===== src/core/bit_exec_regs.vh =====
// bit_exec_regs.vh: opcode fields and encodings for the bit test/set executor
// assumes 14-bit instruction words, 7-bit register addresses, 8-bit data
`ifndef BIT_EXEC_REGS_VH
`define BIT_EXEC_REGS_VH

// ----------------------------------------
// instruction fields
// ----------------------------------------
`define OPC_MSB 13
`define OPC_LSB 10
`define BIDX_MSB 9
`define BIDX_LSB 7
`define ADDR_MSB 6
`define ADDR_LSB 0

// ----------------------------------------
// opcode encodings (upper four bits)
// ----------------------------------------
`define OPC_SET_BIT 4'h5
`define OPC_SKIP_CLEAR 4'h6
`define OPC_SKIP_SET 4'h7

// ----------------------------------------
// reset values
// ----------------------------------------
`define SKIP_RESET 1'h0

`endif


===== src/core/bit_exec.v =====
// bit_exec.v: decode and execute of bit test-skip and bit set instructions
// assumes the fetch stage presents one instruction per cycle with a valid
// strobe, and the register file answers reads combinationally
//
// Function
// - opcode 0110 is test-skip-if-clear, fields b,f
// - skip next when tested bit reads 0
// - skip discards prefetched word, runs no-op instead
// - one cycle, two when skip taken
// - opcode 0111 skips next when bit is 1
// - address 0..127, bit 0..7, status untouched
`timescale 1ns/100ps
`include "bit_exec_regs.vh"

module bit_exec #(
   parameter IW = 14,
   parameter DW = 8,
   parameter AW = 7
) (
   input wire clk_in,
   input wire rst_b_in,
   input wire ce_in,
   input wire instr_valid_in,
   input wire [IW-1:0] instr_in,
   input wire [DW-1:0] rf_rdata_in,
   output reg [AW-1:0] rf_addr_out,
   output reg rf_we_out,
   output reg [DW-1:0] rf_wdata_out,
   output reg squash_out,
   output reg skip_taken_out,
   output reg status_we_out
);

   // ----------------------------------------
   // decode
   // ----------------------------------------
   wire [3:0] opc = instr_in[`OPC_MSB:`OPC_LSB];
   wire [2:0] bidx = instr_in[`BIDX_MSB:`BIDX_LSB];
   wire [AW-1:0] faddr = instr_in[`ADDR_MSB:`ADDR_LSB];

   // one-hot mask for the selected bit
   function [DW-1:0] bit_mask;
      input [2:0] idx;
      begin
         bit_mask = {{(DW-1){1'b0}}, 1'b1} << idx;
      end
   endfunction

   // ----------------------------------------
   // state and decode results
   // ----------------------------------------
   reg skip_q;
   reg skip_d;
   reg sel_bit;
   reg is_bit_op;
   reg is_clr_op;
   reg is_set_op;
   reg is_bset_op;
   wire do_set;
   wire [DW-1:0] sel_mask;
   wire [DW-1:0] set_data;
   wire slot_consumed;

   // one mask serves both the bit test and the write data
   assign sel_mask = bit_mask(bidx);
   assign set_data = rf_rdata_in | sel_mask;

   // a skip slot is used up by a real word; an idle slot also clears it,
   // because skip_d is forced low while the slot is squashed
   assign slot_consumed = skip_q && instr_valid_in;

   // ----------------------------------------
   // opcode classification
   // ----------------------------------------
   // field decode
   always @* begin
      sel_bit = |(rf_rdata_in & sel_mask);
      is_bit_op = instr_valid_in && !skip_q;
      is_clr_op = 1'h0;
      is_set_op = 1'h0;
      is_bset_op = 1'h0;
      if (is_bit_op) begin
         case (opc)
            `OPC_SKIP_CLEAR: begin
               is_clr_op = 1'h1;
            end
            `OPC_SKIP_SET: begin
               is_set_op = 1'h1;
            end
            `OPC_SET_BIT: begin
               is_bset_op = 1'h1;
            end
            default: begin
               // other opcodes belong to other units: no strobe here
               is_clr_op = 1'h0;
            end
         endcase
      end
   end

   // ----------------------------------------
   // skip decision
   // ----------------------------------------
   always @* begin
      skip_d = `SKIP_RESET;
      if (is_clr_op) begin
         skip_d = !sel_bit;
      end else if (is_set_op) begin
         skip_d = sel_bit;
      end
   end

   assign do_set = is_bset_op;

   // ----------------------------------------
   // execute
   // ----------------------------------------
   // skip adds exactly one cycle
   always @(posedge clk_in or negedge rst_b_in) begin
      if (!rst_b_in) begin
         skip_q <= `SKIP_RESET;
      end else if (ce_in) begin
         if (slot_consumed) begin
            skip_q <= `SKIP_RESET;
         end else begin
            skip_q <= skip_d;
         end
      end
   end

   always @(posedge clk_in or negedge rst_b_in) begin
      if (!rst_b_in) begin
         squash_out <= 1'h0;
      end else if (ce_in) begin
         squash_out <= skip_d;
      end
   end

   always @(posedge clk_in or negedge rst_b_in) begin
      if (!rst_b_in) begin
         skip_taken_out <= 1'h0;
      end else if (ce_in) begin
         skip_taken_out <= skip_d;
      end
   end

   // the register file sees the address combinationally through instr_in;
   // rf_addr_out is the registered copy that pairs with the write strobe
   // seven-bit address
   always @(posedge clk_in or negedge rst_b_in) begin
      if (!rst_b_in) begin
         rf_addr_out <= {AW{1'h0}};
      end else if (ce_in) begin
         rf_addr_out <= faddr;
      end
   end

   always @(posedge clk_in or negedge rst_b_in) begin
      if (!rst_b_in) begin
         status_we_out <= 1'h0;
      end else if (ce_in) begin
         status_we_out <= 1'h0;
      end
   end

   always @(posedge clk_in or negedge rst_b_in) begin
      if (!rst_b_in) begin
         rf_we_out <= 1'h0;
      end else if (ce_in) begin
         rf_we_out <= do_set;
      end
   end

   // read-modify-write sets one bit
   // data is loaded every cycle to save a mux; it only matters with the strobe
   always @(posedge clk_in or negedge rst_b_in) begin
      if (!rst_b_in) begin
         rf_wdata_out <= {DW{1'h0}};
      end else if (ce_in) begin
         rf_wdata_out <= set_data;
      end
   end

endmodule // bit_exec


===== config.mk =====
export PLATFORM = sky130hd
export DESIGN_NAME = bit_exec
export DESIGN_NICKNAME = d
export VERILOG_FILES = /design/src/core/bit_exec.v
export VERILOG_INCLUDE_DIRS = /design/src /design/src/core
export SDC_FILE = /design/constraint.sdc
export NUM_CORES = 1
export LEC_CHECK = 0
export ABC_CLOCK_PERIOD_IN_PS = 3400
export CAP_MARGIN = 20
export CORE_MARGIN = 3
export CORE_UTILIZATION = 60
export DETAILED_ROUTE_END_ITERATION = 8
export DONT_BUFFER_PORTS = 1
export GPL_TIMING_DRIVEN = 0
export PLACE_DENSITY = 0.75
export SLEW_MARGIN = 20
export SYNTH_ARGS = -nofsm -noshare
export SYNTH_HDL_FRONTEND = slang
export SYNTH_SLANG_ARGS = --single-unit

===== constraint.sdc =====
create_clock -name clk_in -period 3.4 [get_ports clk_in]
set_clock_uncertainty 0.2 [all_clocks]
set_input_delay 0 -clock clk_in [delete_from_list [all_inputs] [get_ports clk_in]]
set_output_delay 0 -clock clk_in [all_outputs]
set_load 0.01 [all_outputs]

==> results of run 1 <==
==> synth_stat cells (2+ instances only) <==
master,number
nor2_1,9
mux2i_1,5
buf_6,3
mux2_2,7
o21ai_1,2
a21oi_1,10
nor3_1,2
buf_4,3
dfrtp_1,18
inv_1,7
a31oi_1,6
==> cell families after synthesis <==
kind of cell,share of synthesized area (%)
other cells,0.431
compound gates,11.9
flops,51.8
buf+inv,10.8
simple gates,7.63
mux,17.4
==> stage by stage <==
step	hold slack, ns	setup slack [ns]
detailed placement	-0.495	1.99
global placement	-0.495	2.01
floorplan	-0.496	2.08
==> flow_summary.yaml, run 1 <==
synthesis:
  synth-seq-area-share_pct: 51.8
  synth_cell_type_count: 18
  synth.top_cell.area_share_pct: 51.8
  synth_cells: 79
  syn_nets: 105
  synth-async-reset-ratio_pct: 100
  yosysTopAreaCell: "dfrtp_1"
  netlist_top_cells_area: "dfrtp_1 52%, mux2_2 9.1%, a21oi_1 5.8%"
  syn-cell-area_um2: 870
  ys_ff_latch: 18
  synthFlopType: "dfrtp_1"
  ys.warnings.count: 0
  synth_edf_count: 0
  syn_avg_cell_area_um2: 11.0
place:
  globalplace.congestion: 0.819
  place_inst: 94
  io_buffers: 0
  dp_hpwl_um: 1230
  place_area_um2: 888
floorplanning:
  fp-row-count: 13
  num_io_pins: 45
  fp.dieW_um: 44.1
  die_h_um: 44.1
  initial_core_util_pct: 65.2
clock_network:
  root_buffer: "clkbuf_4"
  cts_buffers: 3
  cts_buffer_depth: 2
  htree_levels: 1
  cts_resized: 0
  clock_sink_count: 18
  cts_hold_buf: 47
  post_cts_buffers: 0
run_status:
  status: "did not finish"
  tool.error: "[ERROR DPL-0038] Utilization greater than 100%, impossible to legalize"
  failing_step: "4_1_cts"
==> run 2: changes to the inputs <==
CORE_AREA = 3 3 64 66   (was default)
CORE_MARGIN = default   (was 3)
CORE_UTILIZATION = default   (was 60)
DIE_AREA = 0 0 67 69   (was default)
PLACE_DENSITY = default   (was 0.75)
PLACE_DENSITY_LB_ADDON = 0.15   (was default)
==> run 2 against run 1 <==
Net effect:
- the flow now finishes without violations
- synthesized cell count unchanged
- synthesized area is the same
==> flow_summary.yaml, run 2 <==
place:
  place_area_um2: 930
  place_inst: 127
  dp_hpwl_um: 1450
  globalplace.congestion: 0.622
  io_buffers: 0
grt:
  grt_pass1_wl_um: 3870
  grt_util_all_layers_pct: 10.6
  antenna_found_initial: 0
  grt_max_degree: 19
  grt_pass1_vias: 848
  grt_overflow: 0
detailed_routing:
  drt-vias-per-instance: 4.39
  route.detailed.drc: 0
  vias: 773
  wl_um: 2270
  ant_nets: 0
  post_drt_wl_per_cell_um: 12.9
  first_pass_iters: 4
  drt_iter0_markers: 12
sta:
  setup_tns_ns: 0
  tightestPinTransition_ns: 0.813
  setup_viol: 0
  rsz0062_at_grt: "no"
  fin_crit_sh_pct: 62.7
  timing.final.crit_period_ns: 2.13
  clock.fmax_mhz: 469
  hold_viol: 0
  max_slew_margin_pct: 45.6
  drv_slew: 0
synthesis:
  synth_top_family_by_area: "multiplexers"
  yosysTopAreaCell: "dfrtp_1"
  syn_nets: 105
  synth_edf_count: 0
  synth.top_cell.area_share_pct: 51.8
  synth-xor-area-share_pct: 0
  synth-seq-area-share_pct: 51.8
  synth_cell_type_count: 18
  synth_cells: 79
  ys.warnings.count: 0
  synthMuxAreaShare_pct: 17.4
  syn-cell-area_um2: 870
  synth-async-reset-ratio_pct: 100
  syn_avg_cell_area_um2: 11.0
  netlist_top_cells_area: "dfrtp_1 52%, mux2_2 9.1%, a21oi_1 5.8%"
  synthFlopType: "dfrtp_1"
  post-synth-top-count-cell: "dfrtp_1"
  ys_ff_latch: 18
  synthTopCellsByCount: "18 x dfrtp_1, 10 x a21oi_1, 9 x nor2_1"
  synth-simple-area-share_pct: 7.63
  synth-compound-area-share_pct: 11.9
  yosys.area_share.adder_pct: 0
finish:
  finalNetCount: 155
  largest_reg_flops: 8
  syn2layout_area_growth_pct: 65.0
  diodes: 0
  final_cell_mix: "45 x dlygate4sd3_1, 18 x dfrtp_1, 10 x a21oi_1, 9 x nor2_1"
  regMostFlops: "rf_wdata_out"
  final_util_pct: 39.5
  drive_above_1_share_pct: 14.8
  nFillCells: 376
  top_regs: "rf_wdata_out: 8 flops, rf_addr_out: 7 flops"
  final_cells: 176
  mostFrequentLayoutCell: "dlygate4sd3_1"
  final_cell_area_um2: 1440
worst_setup_path:
  arrival_ns: 2.06
  critical_path.slowest_cell: "dlygate4sd3_1"
  start_kind: "primary input"
  ff2ff_path_depth: 5
  crit_type: "primary input to flop"
  worst_path_most_repeated_cell: "dlygate4sd3_1"
  crit_chain: "dlygate4sd3_1, buf_6, buf_6, nand3b_1, dlygate4sd3_1, o22ai_1, dlygate4sd3_1"
  cp_max_fo: 10
  required_ns: 3.33
  cp_slowest_stage_delay_ns: 0.56
  worstReg2RegStart: "skip_q"
  cp_top_family: "buffers and inverters"
  rr_endpoint: "skip_taken_out"
  reg2reg_slack_ns: 1.57
  worstSetupEndpointType: "flop"
  worst-path-buf-inv: 5
power:
  pwr-share-comb_pct: 20.2
  ir_drop_mv: 0.232
  clkPwrFrac_pct: 32.0
  p_leak_nw: 0.606
  internal_power_w: 0.000407
  sw_frac_of_total_pct: 23.8
  power_w: 0.000534
  p_per_area_nw_per_um2: 372
  seq_power_share_pct: 47.8
  switchingPower_w: 0.000127
min_path:
  min_path_cells: 4
  hp-class: "primary input to flop"
  min_from: "instr_in[12]"
  holdPathEnd: "skip_q"
floorplanning:
  core_um2: 3630
  fp.dieW_um: 67
  die_h_um: 69
  initial_core_util_pct: 23.9
  fp-row-count: 22
  dieArea_um2: 4620
  num_io_pins: 45
clock_network:
  cts_buffer_depth: 2
  cts_buffers: 3
  htree_levels: 1
  path_clk_slew_ns: 0.07
  insertion_delay_ns: 0.25
  cts_resized: 0
  clock_sink_count: 18
  cts_tree: "built"
  root_buffer: "clkbuf_8"
flow_run:
  drv_cap: 0
run_status:
  status: "completed"
run 2: final cells by class:
class / count / area [µm²] / share of cell area, %
Timing Repair Buffer: 45 / 450 / 31.4
Buffer: 7 / 67.6 / 4.71
Sequential cell: 18 / 450 / 31.4
Multi-Input combinational cell: 47 / 325 / 22.7
Tap cell: 48 / 60.1 / 4.18
Clock buffer: 4 / 55.1 / 3.84
Inverter: 7 / 26.3 / 1.83
run 2: layer usage:
layer / share of wire (%) / GRT usage (%)
met5: 0 / 0
met4: 0.40 / 3.38
met3: 7.4 / 3.26
met2: 53 / 17.6
met1: 39 / 12.8
run 2: how the worst max path moves through the flow:
stage	start	to	cells after the start
CTS	ce_in	rf_we_out	7
floorplan	instr_in[8]	skip_q	4
finish	ce_in	rf_we_out	7
detailed placement	instr_in[8]	skip_taken_out	4
global route	ce_in	rf_we_out	7
global placement	instr_in[8]	skip_q	4
run 2: timing repair:
item,CTS,global route
hold buffers,45,0
setup buffers,0,0
hold endpoints to repair,36,0
run 2: power by group through the flow:
| stage | Combinational, W | Sequential, W | Clock [W] |
|---|---|---|---|
| 2_1_floorplan | 0.0000426 | 0.000255 | 0 |
| 3_3_place_gp | 0.0000492 | 0.000259 | 0 |
| 3_5_place_dp | 0.0000498 | 0.000259 | 0 |
| 4_1_cts | 0.000107 | 0.000255 | 0.000179 |
| 5_1_grt | 0.000119 | 0.000258 | 0.000188 |
| 6_report | 0.000108 | 0.000255 | 0.000171 |
run 2: logic make-up after synthesis:
kind of cell | Yosys count
simple gates | 14
flops | 18
other cells | 1
mux | 13
buf+inv | 14
compound gates | 19
run 2: stage by stage:
| step | hold WS [ns] | setup WS, ns |
|---|---|---|
| 6_report | 0.0308 | 1.27 |
| 5_1_grt | 0.0698 | 1.19 |
| 3_3_place_gp | -0.495 | 1.98 |
| 2_1_floorplan | -0.496 | 2.08 |
| 4_1_cts | 0.0360 | 1.27 |
| 3_5_place_dp | -0.495 | 1.96 |
run 2: worst register-to-register path, stage by stage (launching register included):
cell,delay [ns]
dfrtp_1,0.38
nand4bb_1,0.23
nor3_1,0.21
mux2i_1,0.12
o21ai_1,0.08
dlygate4sd3_1,0.55
Note: power is estimated with default switching activity, not from simulation.
==> run 3: changes to the inputs <==
ABC_AREA = 1   (was default)
ABC_CLOCK_PERIOD_IN_PS = 2000   (was 3400)
clock period = 2 ns   (was 3.4 ns; I/O delays follow)
==> run 3 against run 2 <==
Net effect:
- clock power increased by 73%
- sequential power increased by 69%
- critical path depth decreased by 1
- setup slack got worse by 1.1 ns
- via count increased by 14%
- routed wire length increased by 12%
- synthesized area increased by 4.0%
- utilization decreased by 1.8 points
- combinational power increased by 44%
- sequential cell count unchanged
- count of clock-buffer cells in the layout unchanged
- highest routed layer unchanged
==> flow_summary.yaml, run 3 <==
flow_run:
  drv_cap: 0
power:
  ir_drop_mv: 0.206
  seq_power_share_pct: 48.8
  p_per_area_nw_per_um2: 643
  p_leak_nw: 0.629
  clkPwrFrac_pct: 33.6
  switchingPower_w: 0.000228
  sw_frac_of_total_pct: 25.9
  pwr-share-comb_pct: 17.6
  internal_power_w: 0.000653
sta:
  timing.final.crit_period_ns: 1.83
  tightestPinTransition_ns: 0.832
  fin_crit_sh_pct: 91.5
  setup_viol: 0
  drv_slew: 0
  rsz0062_at_grt: "no"
  fin_hold_ws_ns: 0.0927
  clock.fmax_mhz: 547
  hold_viol: 0
  setup_tns_ns: 0
  max_slew_margin_pct: 44.3
clock_network:
  cts_resized: 0
  insertion_delay_ns: 0.25
  cts_buffers: 3
  path_clk_slew_ns: 0.07
  cts_buffer_depth: 2
  root_buffer: "clkbuf_8"
  cts_hold_buf: 35
  htree_levels: 1
  cts_tree: "built"
  clock_sink_count: 18
  post_cts_buffers: 0
floorplanning:
  dieArea_um2: 4620
  die_h_um: 69
  num_io_pins: 45
  fp.dieW_um: 67
  fp-row-count: 22
  core_um2: 3630
  initial_core_util_pct: 24.9
grt:
  grt_pass1_wl_um: 4050
  grt_max_degree: 19
  grt_util_all_layers_pct: 11.3
  grt_overflow: 0
  antenna_found_initial: 0
  grt_pass1_vias: 901
synthesis:
  post-synth-top-count-cell: "nand2_1"
  synth-xor-area-share_pct: 0
  yosysTopAreaCell: "dfrtp_1"
  netlist_top_cells_area: "dfrtp_1 50%, nand2_1 15%, nor2_1 6.2%"
  synth-simple-area-share_pct: 33.3
  yosys.area_share.adder_pct: 0
  synth-seq-area-share_pct: 49.8
  synthTopCellsByCount: "35 x nand2_1, 18 x dfrtp_1, 15 x nor2_1"
  synth-compound-area-share_pct: 7.05
  syn_nets: 139
  syn_avg_cell_area_um2: 8.01
  synth_cell_type_count: 19
  ys_ff_latch: 18
  synth_edf_count: 0
  synth_cells: 113
  synthFlopType: "dfrtp_1"
  synth-async-reset-ratio_pct: 100
  synth_top_family_by_area: "simple AND/OR/NAND/NOR gates"
  ys.warnings.count: 0
  syn-cell-area_um2: 905
  synth.top_cell.area_share_pct: 49.8
  synthMuxAreaShare_pct: 0
finish:
  largest_reg_flops: 8
  drive_above_1_share_pct: 11.2
  top_regs: "rf_wdata_out: 8 flops, rf_addr_out: 7 flops"
  final_cell_area_um2: 1370
  finalNetCount: 179
  diodes: 0
  final_cell_mix: "35 x nand2_1, 35 x dlygate4sd3_1, 18 x dfrtp_1, 15 x nor2_1, 9 x nand3_1"
  syn2layout_area_growth_pct: 51.5
  regMostFlops: "rf_wdata_out"
worst_setup_path:
  worst-path-buf-inv: 4
  worstSetupEndpointType: "flop"
  cp_slowest_stage_delay_ns: 0.60
  crit_type: "primary input to flop"
  arrival_ns: 1.82
  critical_path.slowest_cell: "dlygate4sd3_1"
  cp_top_family: "buffers and inverters"
  cp_max_fo: 10
  worst_path_most_repeated_cell: "dlygate4sd3_1"
  crit_chain: "dlygate4sd3_1, inv_2, clkbuf_1, nand2_1, o31ai_1, dlygate4sd3_1"
  required_ns: 1.99
  start_kind: "primary input"
detailed_routing:
  wl_um: 2530
  vias: 878
  ant_nets: 0
  drt_iter0_markers: 9
  drt-vias-per-instance: 4.39
  post_drt_wl_per_cell_um: 12.7
  route.detailed.drc: 0
  first_pass_iters: 4
run_status:
  status: "completed"
place:
  io_buffers: 0
  globalplace.congestion: 0.717
  dp_hpwl_um: 1790
  place_area_um2: 965
min_path:
  hp-class: "primary input to async pin"
## run 3: cell types whose count changed after synthesis, sizes merged, moves of 2 or more
cell	previous run	this run
a21oi	10	7
nor3	2	0
nand4	0	6
nand2	1	35
nand3	0	9
a31oi	6	1
mux2i	5	0
mux2	7	0
nor2	9	16
## run 3: power groups by stage
stage / clock, W / combinational [W] / sequential, W
after global placement: 0 / 0.0000848 / 0.000437
after floorplan: 0 / 0.0000720 / 0.000430
final: 0.000296 / 0.000155 / 0.000430
after CTS: 0.000307 / 0.000155 / 0.000431
after detailed placement: 0 / 0.0000870 / 0.000438
after global routing: 0.000325 / 0.000172 / 0.000434
## run 3: cell type report
class,count,area [µm²]
plain buffers,8,62.6
clock buffers,4,55.1
fillers,403,2260
inverters,6,22.5
multi-input cells,81,369
flip-flops and latches,18,450
well taps,48,60.1
repair buffers,35,350
## run 3: logic make-up (layout without fill, tap and decap cells)
kind of cell / count (synthesis) / in the layout
and+or+nand+nor: 68 / 68
DFF: 18 / 18
buffers and inverters: 14 / 53
AOI/OAI and AO/OA: 12 / 12
other: 1 / 1
## run 3: through the flow
| stage | power [W] | utilization (%) | std cells | setup slack [ns] |
|---|---|---|---|---|
| 3_5_place_dp | 0.000525 | 26.5 | 161 | 0.893 |
| 3_3_place_gp | 0.000521 | 26.5 | 161 | 0.918 |
| 5_1_grt | 0.000931 | 37.7 | 200 | 0.0422 |
| 6_report | 0.000881 | 37.7 | 200 | 0.171 |
| 4_1_cts | 0.000893 | 37.7 | 200 | 0.149 |
| 2_1_floorplan | 0.000502 | - | 113 | 0.997 |
## run 3: path summary, 6_finish.rpt
| path | start | end | slack [ns] | depth (start not counted) |
|---|---|---|---|---|
| worst max-delay path | ce_in | rf_we_out | 0.17 | 6 |
| worst min-delay path | rst_b_in | skip_q | 0.09 | 1 |
| worst max register to register | skip_q | skip_taken_out | 0.34 | 5 |
| worst min register to register | skip_q | skip_q | 0.28 | 2 |
| max in group asynchronous | rst_b_in | rf_wdata_out[2] | 0.99 | 1 |
| min in group clk_in | rf_rdata_in[1] | rf_wdata_out[1] | 0.28 | 3 |
## run 3: per-layer routing
metal  track usage (%)  routed length [µm]
met1              13.8                1080
met2              18.2                1220
met3              3.58                 217
met4              4.05                  14
met5                 0                   0
